### src/shared/acc_pkg.sv
package acc_pkg;
   // Register byte offsets
   localparam logic [7:0] OFF_CTRL_A = 8'h00;
   localparam logic [7:0] OFF_CTRL_B = 8'h04;
   localparam logic [7:0] OFF_INSEL = 8'h08;
   localparam logic [7:0] OFF_RES_LO = 8'h0c;
   localparam logic [7:0] OFF_RES_HI = 8'h10;
   localparam logic [7:0] OFF_PIN_DIS = 8'h14;
   localparam logic [7:0] OFF_POWER = 8'h18;
   localparam logic [7:0] OFF_PIN_IN = 8'h1c;
   // Control A fields
   localparam int CA_ENABLE = 7;
   localparam int CA_START = 6;
   localparam int CA_AUTO = 5;
   localparam int CA_DONE = 4;
   // Control B fields
   localparam int CB_MUX_EN = 6;
   localparam int CB_TRIG_LO = 0;
   // Input select fields
   localparam int IS_REF_LO = 6;
   localparam int IS_LEFT = 5;
   localparam int IS_CHAN_LO = 0;
   // Power register field
   localparam int PW_REDUCE = 0;
   // Reset values
   localparam logic [7:0] RST_CTRL_A = 8'h00;
   localparam logic [7:0] RST_CTRL_B = 8'h00;
   localparam logic [7:0] RST_INSEL = 8'h00;
   localparam logic [1:0] RST_PIN_DIS = 2'h0;
   localparam logic RST_POWER = 1'b0;
   // Converter clock divide and conversion lengths in converter cycles
   localparam int CCLK_DIV = 128;
   localparam logic [4:0] CONV_NORMAL = 5'd13;
   localparam logic [4:0] CONV_FIRST = 5'd25;
   // Trigger source that loops the done flag back (free running)
   localparam logic [2:0] TRIG_SELF = 3'h0;
   // Conversion states
   typedef enum logic [2:0]
   {
      ST_IDLE = 3'b001,
      ST_WAIT = 3'b010,
      ST_CONV = 3'b100
   } acc_state_t;
endpackage

### src/logic/acc_sync.sv
`timescale 1ns/100ps
`default_nettype none
module acc_sync #(
   parameter int W = 2
) (
   input wire logic clock,
   input wire logic reset,
   input wire logic [W-1:0] din,
   output logic [W-1:0] dout
);
   logic [W-1:0] meta_r;

   // Two-stage synchroniser, first stage read only by the second
   always_ff @(posedge clock or posedge reset)
   begin
      if (reset)
      begin
         meta_r <= '0;
         dout <= '0;
      end
      else
      begin
         meta_r <= din;
         dout <= meta_r;
      end
   end
endmodule
`default_nettype wire

### src/logic/acc_prescaler.sv
`timescale 1ns/100ps
`default_nettype none
module acc_prescaler
   import acc_pkg::*;
(
   input wire logic clock,
   input wire logic reset,
   input wire logic run,
   input wire logic restart,
   output logic tick
);
   logic [6:0] count_r;

   // Divider held cleared while not running or on restart
   always_ff @(posedge clock or posedge reset)
   begin
      if (reset)
      begin
         count_r <= 7'h00;
         tick <= 1'b0;
      end
      else if (!run || restart)
      begin
         count_r <= 7'h00;
         tick <= 1'b0;
      end
      else
      begin
         count_r <= count_r + 7'h01;
         tick <= (count_r == 7'(CCLK_DIV - 1));
      end
   end
endmodule
`default_nettype wire

### src/logic/acc_conversion_control.sv
// How it works
// - Mux on and converter off: low three channel bits pick comparator input.
// - Otherwise the dedicated negative pin feeds the comparator.
// - Pin disable bits cut the buffer; pin reads then show zero.
// - Upper bits of the pin disable register read zero.
// - Each conversion gives a 10-bit code from the analog core.
// - Reference and channel reach the converter only once enabled.
// - Result right-justified by default, left-justified with left adjust.
// - Reading the low byte locks both result bytes against updates.
// - Reading the high byte releases the lock.
// - Done flag still sets when a locked result is discarded.
// - Writing start begins a conversion; bit clears when done.
// - Channel change mid-conversion waits until that conversion ends.
// - Auto-trigger rising edge resets the prescaler and starts converting.
// - Edges during conversion ignored; a held-high trigger never restarts.
// - Trigger flags set regardless; software clears them for new events.
// - Self trigger runs free; software starts the first conversion.
// - Start works under auto-trigger; start reads one during any conversion.
// - Power reduction bit keeps the converter unusable.
// - Channel field picks analog pins, ground or bandgap for the core.
// - Normal conversion 13 converter cycles, first after enable 25.
// - On completion write result, set flag, clear start in single mode.
// - Prescaler held in reset while the enable bit is low.
// - Comparator mux enable is bit 6 of control B, reset zero.
//
// The APB interface to the registers and the register addresses were chosen for this implementation.
`timescale 1ns/100ps
`default_nettype none
module acc_conversion_control
   import acc_pkg::*;
(
   input wire logic clock,
   input wire logic reset,
   input wire logic psel,
   input wire logic penable,
   input wire logic pwrite,
   input wire logic [7:0] paddr,
   input wire logic [31:0] pwdata,
   output logic [31:0] prdata,
   output logic pready,
   output logic pslverr,
   input wire logic [7:1] triggerIn,
   input wire logic [9:0] anaResult,
   input wire logic [1:0] cmpPinIn,
   output logic anaEnable,
   output logic anaStart,
   output logic [3:0] anaChannel,
   output logic [1:0] anaReference,
   output logic cmpNegUseMux,
   output logic [2:0] cmpNegChannel,
   output logic [1:0] cmpBufferOn
);
   import acc_pkg::*;

   logic convEnable_r, startBit_r, autoTrig_r, doneFlag_r;
   logic cmpMuxEnable_r;
   logic [2:0] trigSelect_r;
   logic [1:0] refSelect_r;
   logic leftAdjust_r;
   logic [3:0] chanSelect_r;
   logic [1:0] pinDisable_r;
   logic powerReduce_r;
   logic [9:0] result_r;
   logic lock_r;
   logic firstConv_r;
   logic [4:0] tickCount_r;
   logic trigSample_r, trigPrev_r;
   acc_state_t state_r;
   logic [9:0] resultSync;
   logic [1:0] pinSync;
   logic cclkTick;
   logic setupPhase, accessWr, accessRd;
   logic enEff, freeRun, trigEdge, startReq, autoStart, convEnd;
   logic [4:0] convLen;
   logic [7:0] pinView;
   logic [7:0] readMux;
   logic mapped;

   // Analog result and comparator pins come from outside the clock domain
   acc_sync #(.W(10)) resultSyncInst (
      .clock(clock),
      .reset(reset),
      .din(anaResult),
      .dout(resultSync)
   );

   acc_sync #(.W(2)) pinSyncInst (
      .clock(clock),
      .reset(reset),
      .din(cmpPinIn),
      .dout(pinSync)
   );

   // Converter clock enable, reset by trigger edges
   acc_prescaler prescInst (
      .clock(clock),
      .reset(reset),
      .run(enEff),
      .restart(autoStart),
      .tick(cclkTick)
   );

   // Byte view of the result for either justification
   function automatic logic [7:0] resultByte(
      input logic [9:0] res,
      input logic left,
      input logic high
   );
      logic [7:0] b;
      if (left)
         b = high ? res[9:2] : {res[1:0], 6'h00};
      else
         b = high ? {6'h00, res[9:8]} : res[7:0];
      return b;
   endfunction

   // Bus phase decode
   assign setupPhase = psel && !penable;
   assign accessWr = psel && penable && pready && pwrite;
   assign accessRd = psel && penable && pready && !pwrite;

   // Converter usable only when enabled and powered
   assign enEff = convEnable_r && !powerReduce_r;
   assign freeRun = autoTrig_r && (trigSelect_r == TRIG_SELF);
   assign trigEdge = trigSample_r && !trigPrev_r;
   assign startReq = accessWr && (paddr == OFF_CTRL_A)
      && pwdata[CA_START] && pwdata[CA_ENABLE] && !powerReduce_r;
   assign autoStart = autoTrig_r && enEff && trigEdge
      && (state_r == ST_IDLE);
   assign convLen = firstConv_r ? CONV_FIRST : CONV_NORMAL;
   assign convEnd = (state_r == ST_CONV) && cclkTick
      && (tickCount_r == convLen - 5'd1);
   assign pinView = {6'h00, pinSync & ~pinDisable_r};

   // Read data selection
   always_comb
   begin
      mapped = 1'b1;
      case (paddr)
         OFF_CTRL_A: readMux = {convEnable_r, startBit_r, autoTrig_r,
            doneFlag_r, 4'h0};
         OFF_CTRL_B: readMux = {1'b0, cmpMuxEnable_r, 3'h0, trigSelect_r};
         OFF_INSEL: readMux = {refSelect_r, leftAdjust_r, 1'b0,
            chanSelect_r};
         OFF_RES_LO: readMux = resultByte(result_r, leftAdjust_r, 1'b0);
         OFF_RES_HI: readMux = resultByte(result_r, leftAdjust_r, 1'b1);
         OFF_PIN_DIS: readMux = {6'h00, pinDisable_r};
         OFF_POWER: readMux = {7'h00, powerReduce_r};
         OFF_PIN_IN: readMux = pinView;
         default:
         begin
            readMux = 8'h00;
            mapped = 1'b0;
         end
      endcase
   end

   // Bus answer one cycle after setup
   always_ff @(posedge clock or posedge reset)
   begin
      if (reset)
      begin
         pready <= 1'b0;
         prdata <= 32'h00000000;
         pslverr <= 1'b0;
      end
      else
      begin
         pready <= setupPhase;
         if (setupPhase)
         begin
            prdata <= {24'h000000, readMux};
            pslverr <= !mapped;
         end
      end
   end

   // Software written configuration
   always_ff @(posedge clock or posedge reset)
   begin
      if (reset)
      begin
         convEnable_r <= RST_CTRL_A[CA_ENABLE];
         autoTrig_r <= RST_CTRL_A[CA_AUTO];
         cmpMuxEnable_r <= RST_CTRL_B[CB_MUX_EN];
         trigSelect_r <= RST_CTRL_B[CB_TRIG_LO +: 3];
         refSelect_r <= RST_INSEL[IS_REF_LO +: 2];
         leftAdjust_r <= RST_INSEL[IS_LEFT];
         chanSelect_r <= RST_INSEL[IS_CHAN_LO +: 4];
         pinDisable_r <= RST_PIN_DIS;
         powerReduce_r <= RST_POWER;
      end
      else if (accessWr)
      begin
         case (paddr)
            OFF_CTRL_A:
            begin
               convEnable_r <= pwdata[CA_ENABLE];
               autoTrig_r <= pwdata[CA_AUTO];
            end
            OFF_CTRL_B:
            begin
               cmpMuxEnable_r <= pwdata[CB_MUX_EN];
               trigSelect_r <= pwdata[CB_TRIG_LO +: 3];
            end
            OFF_INSEL:
            begin
               refSelect_r <= pwdata[IS_REF_LO +: 2];
               leftAdjust_r <= pwdata[IS_LEFT];
               chanSelect_r <= pwdata[IS_CHAN_LO +: 4];
            end
            OFF_PIN_DIS: pinDisable_r <= pwdata[1:0];
            OFF_POWER: powerReduce_r <= pwdata[PW_REDUCE];
            default:
            begin
            end
         endcase
      end
   end

   // Selected trigger sampled; source zero is the own done flag
   always_ff @(posedge clock or posedge reset)
   begin
      if (reset)
      begin
         trigSample_r <= 1'b0;
         trigPrev_r <= 1'b0;
      end
      else
      begin
         trigSample_r <= (trigSelect_r == TRIG_SELF) ? doneFlag_r
            : triggerIn[trigSelect_r];
         trigPrev_r <= trigSample_r;
      end
   end

   // Conversion sequencer
   always_ff @(posedge clock or posedge reset)
   begin
      if (reset)
      begin
         state_r <= ST_IDLE;
         tickCount_r <= 5'd0;
         anaStart <= 1'b0;
      end
      else if (!enEff && !startReq) // Start may ride on the enabling write
      begin
         state_r <= ST_IDLE;
         tickCount_r <= 5'd0;
         anaStart <= 1'b0;
      end
      else
      begin
         anaStart <= 1'b0;
         case (state_r)
            ST_IDLE:
               if (startReq)
                  state_r <= ST_WAIT;
               else if (autoStart)
               begin
                  state_r <= ST_CONV;
                  tickCount_r <= 5'd0;
                  anaStart <= 1'b1;
               end
            ST_WAIT:
               if (cclkTick)
               begin
                  state_r <= ST_CONV;
                  tickCount_r <= 5'd0;
                  anaStart <= 1'b1;
               end
            ST_CONV:
               if (convEnd)
               begin
                  tickCount_r <= 5'd0;
                  if (freeRun)
                     anaStart <= 1'b1;
                  else
                     state_r <= ST_IDLE;
               end
               else if (cclkTick)
                  tickCount_r <= tickCount_r + 5'd1;
            default: state_r <= ST_IDLE;
         endcase
      end
   end

   // First conversion after enable takes the long count
   always_ff @(posedge clock or posedge reset)
   begin
      if (reset)
         firstConv_r <= 1'b1;
      else if (!enEff)
         firstConv_r <= 1'b1;
      else if (convEnd)
         firstConv_r <= 1'b0;
   end

   // Start bit: high while busy, cleared at end in single mode
   always_ff @(posedge clock or posedge reset)
   begin
      if (reset)
         startBit_r <= RST_CTRL_A[CA_START];
      else if ((startReq && state_r == ST_IDLE) || autoStart)
         startBit_r <= 1'b1;
      else if (!enEff)
         startBit_r <= 1'b0;
      else if (convEnd && !freeRun)
         startBit_r <= 1'b0;
   end

   // Done flag: set wins over write-one-to-clear
   always_ff @(posedge clock or posedge reset)
   begin
      if (reset)
         doneFlag_r <= RST_CTRL_A[CA_DONE];
      else if (convEnd)
         doneFlag_r <= 1'b1;
      else if (accessWr && (paddr == OFF_CTRL_A) && pwdata[CA_DONE])
         doneFlag_r <= 1'b0;
   end

   // Result capture unless locked by a low byte read
   always_ff @(posedge clock or posedge reset)
   begin
      if (reset)
         result_r <= 10'h000;
      else if (convEnd && !lock_r)
         result_r <= resultSync;
   end

   // Lock between low and high byte reads
   always_ff @(posedge clock or posedge reset)
   begin
      if (reset)
         lock_r <= 1'b0;
      else if (accessRd && (paddr == OFF_RES_HI))
         lock_r <= 1'b0;
      else if (accessRd && (paddr == OFF_RES_LO))
         lock_r <= 1'b1;
   end

   // Channel and reference follow software while enabled, except during a conversion
   always_ff @(posedge clock or posedge reset)
   begin
      if (reset)
      begin
         anaChannel <= RST_INSEL[IS_CHAN_LO +: 4];
         anaReference <= RST_INSEL[IS_REF_LO +: 2];
         anaEnable <= 1'b0;
      end
      else
      begin
         anaEnable <= enEff;
         if (enEff && (state_r != ST_CONV || convEnd)) // Free run picks up
         begin
            anaChannel <= chanSelect_r;
            anaReference <= refSelect_r;
         end
      end
   end

   // Comparator negative input select and pin buffers
   always_ff @(posedge clock or posedge reset)
   begin
      if (reset)
      begin
         cmpNegUseMux <= 1'b0;
         cmpNegChannel <= 3'h0;
         cmpBufferOn <= 2'h3;
      end
      else
      begin
         cmpNegUseMux <= cmpMuxEnable_r && !convEnable_r;
         cmpNegChannel <= chanSelect_r[2:0];
         cmpBufferOn <= ~pinDisable_r;
      end
   end

   logic [4:0] chkTicks_r;
   always_ff @(posedge clock or posedge reset)
   begin
      if (reset)
         chkTicks_r <= 5'd0;
      else if (state_r != ST_CONV || convEnd)
         chkTicks_r <= 5'd0;
      else if (cclkTick)
         chkTicks_r <= chkTicks_r + 5'd1;
   end
endmodule
`default_nettype wire

### config.mk
export PLATFORM = sky130hd
export DESIGN_NAME = acc_conversion_control
export DESIGN_NICKNAME = d
export VERILOG_FILES = /design/src/shared/acc_pkg.sv /design/src/logic/acc_sync.sv /design/src/logic/acc_prescaler.sv /design/src/logic/acc_conversion_control.sv
export SDC_FILE = /design/constraint.sdc
export NUM_CORES = 1
export LEC_CHECK = 0
export BUFFER_PORTS_ARGS = -buffer_cell sky130_fd_sc_hd__clkbuf_2
export CAP_MARGIN = 10
export CELL_PAD_IN_SITES_DETAIL_PLACEMENT = 1
export CELL_PAD_IN_SITES_GLOBAL_PLACEMENT = 1
export CORE_MARGIN = 2
export CORE_UTILIZATION = 45
export CTS_CLUSTER_DIAMETER = 200
export CTS_CLUSTER_SIZE = 28
export DETAILED_ROUTE_END_ITERATION = 8
export MAX_ROUTING_LAYER = met4
export PLACE_DENSITY_LB_ADDON = 0.1
export RECOVER_POWER = 100
export SYNTH_ARGS = -nofsm -noshare
export SYNTH_HDL_FRONTEND = slang
export SYNTH_SLANG_ARGS = --single-unit
### constraint.sdc
create_clock -name clock -period 4.85 [get_ports clock]
set_input_delay 0.485 -clock clock [delete_from_list [all_inputs] [get_ports clock]]
set_output_delay 0.485 -clock clock [all_outputs]
set_load 0.005 [all_outputs]
==> Flow_metrics.wiki <==
{| class="wikitable"
! Metric !! Value
|-
| Violation count after the first detailed-routing iteration || 86
|-
| Die Y || 102 um
|-
| Part of the cycle the worst path needs || 61.7%
|-
| DR vias/cell || 5.23
|-
| Root Buffer Master || sky130_fd_sc_hd__clkbuf_8
|-
| Clock tree from TritonCTS || done
|-
| Count of placed standard cells including taps || 534
|-
| Critical Path AT || 3270 ps
|-
| Placement Cell Area || 4650 sq um
|-
| First-pass GRT wire length || 15,700 um
|-
| Worst setup path start || paddr[4]
|-
| Startpoint-to-endpoint class of the critical path || in -> reg
|-
| Fmax || 334 MHz
|-
| Synth Register Bits || 96
|-
| Overall track demand over capacity in global routing || 20.5%
|-
| Storage element area || 2410 sq um
|-
| Yosys warning total || 0
|-
| Final Routed Wirelength || 9480 um
|-
| Worst min-delay path class || in -> reg
|-
| Worst-case clock buffer depth || 2
|-
| Kind of end point of the critical path || register
|-
| Layout cells sized above 1 || 26.0%
|-
| TNS Setup || 0 ps
|-
| CP Buf/Inv Count || 1
|-
| Width of the chip || 102 um
|-
| Setup repair after global routing missed its margin || false
|-
| Number of H-tree levels || 3
|-
| CTS Sinks || 96
|-
| Post-CTS Resized || 0
|-
| Setup-violating endpoint count in the final report || 0
|-
| Sum of internal, switching and leakage power || 0.00150 W
|-
| Number of standard cells after synthesis || 352
|-
| Antenna violations before repair || 0
|-
| Count of input and output buffers || 63
|-
| Relative slew slack || -82.3%
|-
| Result of the run || finished, violations left
|-
| Worst-Skew Late Latency || 360 ps
|-
| Area of combinational cells with multiple inputs || 1650 sq um
|-
| Design Area, Final || 4800 sq um
|-
| Slew @ Worst Pin || 2720 ps
|-
| Power density of the placed cells || 313 nW/um^2
|-
| Final Hold Fails || 0
|-
| Fill cells || 1,002
|-
| Worst reg-to-reg setup slack || 2170 ps
|-
| Endpoint required time on the critical path || 5130 ps
|-
| Synthesized area per cell || 12.2 sq um
|-
| Nets || 483
|-
| Start of the worst register-to-register path || state_r[2]
|-
| Number of different library cells in the post-synthesis netlist || 63
|-
| Number of max-slew violations in the final report || 71
|-
| HPWL after detailed placement || 6940 um
|-
| Clock buffers created by TritonCTS || 9
|-
| Number of search-and-repair iterations in the first detailed-routing pass || 4
|-
| Maximum single-stage delay on the critical path || 1260 ps
|-
| Sequential-to-total area share from yosys stat || 55.9%
|-
| Detailed-route wire length per cell || 17.3 um
|-
| Final Util || 52.0%
|-
| N_diodes || 0
|-
| Number of flops mapped to enable cells by yosys || 0
|-
| Max-capacitance violation count || 2
|-
| Gr ovfl total || 0
|-
| Post CTS Setup Buffer Count || 0
|-
| Num ports || 112
|-
| Async SR Flop Fraction || 100%
|-
| Pin count of the biggest net entering global routing || 63
|-
| DR vias || 2,873
|-
| Remaining DRCs || 0
|-
| Cell leakage power || 2.28 nW
|-
| Last weighted congestion value of the routability-driven placer || 0.805
|-
| Tmin final || 2990 ps
|-
| Final Instance Count excl. Fillers || 549
|-
| Post-Syn Area || 4300 sq um
|-
| CTS hold repair buffers || 0
|-
| Core ar. || 9240 sq um
|-
| Dominant delay contributor by cell family on the critical path || simple AND/OR/NAND/NOR gates
|-
| Worst setup skew after layout || 8.23 ps
|-
| Starting density of the core || 46.6%
|-
| Vias in the first global route || 3,040
|-
| Cells along the critical path || clkbuf_1 -> nor4_1 -> nand3_4 -> nor3b_1 -> a221oi_1 -> o21ai_0
|-
| Floorplan row count || 35
|-
| Die Outline Area || 10,400 sq um
|-
| Largest vdd supply drop || 155 uV
|-
| Post-DRT Antenna Nets || 0
|-
| Violations in the final reports || max-capacitance violations, max-slew violations
|-
| CP max stage cell || sky130_fd_sc_hd__nor4_1
|-
| Primary FF master, synth || sky130_fd_sc_hd__dfrtp_1
|-
| Growth of design area from synthesis to finish || 11.6%
|-
| Crit-path max FO || 7
|-
| Clock transition time at the flip-flop clock pins of the worst setup and hold paths || 100 ps
|-
| Start point of the worst min-delay path || anaResult[5]
|-
| Startpoint type of the worst setup path || primary input
|}
-- per-stage QoR --
stage	worst slack, ps	hold slack [ps]
4_1_cts	2560	205
3_3_place_gp	2580	331
6_report	1860	217
3_5_place_dp	2540	336
2_1_floorplan	1870	331
5_1_grt	1460	201
-- cell families after synthesis --
family	synth area share [%]
other	0.0871
muxes	10.8
DFF	55.9
and+or+nand+nor	14.8
AOI/OAI and AO/OA	10.3
adders and majority gates	0.872
buffers and inverters	6.16
xor gates and xnor gates	1.02
-- layer usage --
metal	vias to the layer above	GRT usage (%)	share of wire, %
li1	1337	-	-
met1	1458	26.1	43
met2	64	33.5	51
met3	14	3.45	3.3
met4	0	6.96	2.0
met5	-	-	0
-- sequential cells by signal (all words and copies together), names as in the netlist, 2 cells and up --
register,cells
resultSyncInst.meta_r,10
chanSelect_r,4
tickCount_r,5
resultSyncInst.dout,10
trigSelect_r,3
cmpBufferOn,2
cmpNegChannel,3
pinDisable_r,2
prescInst.count_r,7
result_r,10
state_r,3
anaChannel,4
pinSyncInst.dout,2
pinSyncInst.meta_r,2
refSelect_r,2
prdata,8
anaReference,2
-- final timing paths --
check,endpoint,cells after the start
max in group asynchronous,cmpBufferOn[0],3
max,prdata[0],6
min in group asynchronous,prescInst.count_r[3],2
min reg2reg,resultSyncInst.dout[9],0
min,resultSyncInst.meta_r[5],1
max reg2reg,result_r[5],4
-- synth_stat cells (3+ instances only) --
| cell | count | share of area, % |
|---|---|---|
| sky130_fd_sc_hd__a21oi_1 | 7 | 0.81 |
| sky130_fd_sc_hd__a221oi_1 | 4 | 0.81 |
| sky130_fd_sc_hd__a22o_1 | 8 | 1.6 |
| sky130_fd_sc_hd__a22oi_1 | 3 | 0.52 |
| sky130_fd_sc_hd__and3_1 | 10 | 1.5 |
| sky130_fd_sc_hd__and4_1 | 3 | 0.61 |
| sky130_fd_sc_hd__buf_2 | 5 | 0.58 |
| sky130_fd_sc_hd__buf_4 | 24 | 4.2 |
| sky130_fd_sc_hd__clkbuf_1 | 4 | 0.35 |
| sky130_fd_sc_hd__dfrtp_1 | 92 | 53 |
| sky130_fd_sc_hd__dfstp_2 | 4 | 2.4 |
| sky130_fd_sc_hd__ha_1 | 3 | 0.87 |
| sky130_fd_sc_hd__inv_1 | 10 | 0.87 |
| sky130_fd_sc_hd__mux2_2 | 33 | 8.6 |
| sky130_fd_sc_hd__mux2i_1 | 5 | 1.2 |
| sky130_fd_sc_hd__nand2_1 | 23 | 2.0 |
| sky130_fd_sc_hd__nand2b_1 | 5 | 0.73 |
| sky130_fd_sc_hd__nand3_1 | 6 | 0.70 |
| sky130_fd_sc_hd__nor2_1 | 17 | 1.5 |
| sky130_fd_sc_hd__nor2b_1 | 5 | 0.73 |
| sky130_fd_sc_hd__nor3_1 | 5 | 0.58 |
| sky130_fd_sc_hd__o21ai_0 | 16 | 1.9 |
| sky130_fd_sc_hd__o22ai_1 | 3 | 0.44 |
| sky130_fd_sc_hd__xnor2_1 | 3 | 0.61 |
-- area by class of cell --
type                    count  area share (%)
flip-flops and latches     96            50.1
repair buffers             64            6.38
well taps                 129            3.36
clock buffers               9            2.58
clock inverters             6            2.40
inverters                  11           0.886
multi-input cells         234            34.3
-- cells in the final DEF, fill, tap and decap left out, types with 4 or more instances in the layout --
cell                       instances
sky130_fd_sc_hd__a21oi_1           7
sky130_fd_sc_hd__a221oi_1          4
sky130_fd_sc_hd__a22o_1            8
sky130_fd_sc_hd__and3_1           10
sky130_fd_sc_hd__clkbuf_1         13
sky130_fd_sc_hd__clkbuf_2         50
sky130_fd_sc_hd__clkbuf_8          9
sky130_fd_sc_hd__conb_1           24
sky130_fd_sc_hd__dfrtp_1          92
sky130_fd_sc_hd__dfstp_2           4
sky130_fd_sc_hd__inv_1             9
sky130_fd_sc_hd__mux2_2           32
sky130_fd_sc_hd__mux2i_1           5
sky130_fd_sc_hd__nand2_1          24
sky130_fd_sc_hd__nand2b_1          5
sky130_fd_sc_hd__nand3_1           6
sky130_fd_sc_hd__nor2_1           19
sky130_fd_sc_hd__nor2b_1           5
sky130_fd_sc_hd__nor3_1            5
sky130_fd_sc_hd__nor3b_1           5
sky130_fd_sc_hd__o21ai_0          18
-- power by group --
part           leakage, nW  total [W]  internal [W]  switching (W)
clock network        0.116   0.000627      0.000343       0.000284
registers             1.25   0.000817      0.000813     0.00000441
logic                0.909  0.0000584     0.0000181      0.0000403
(Power assumes the default switching activity.)
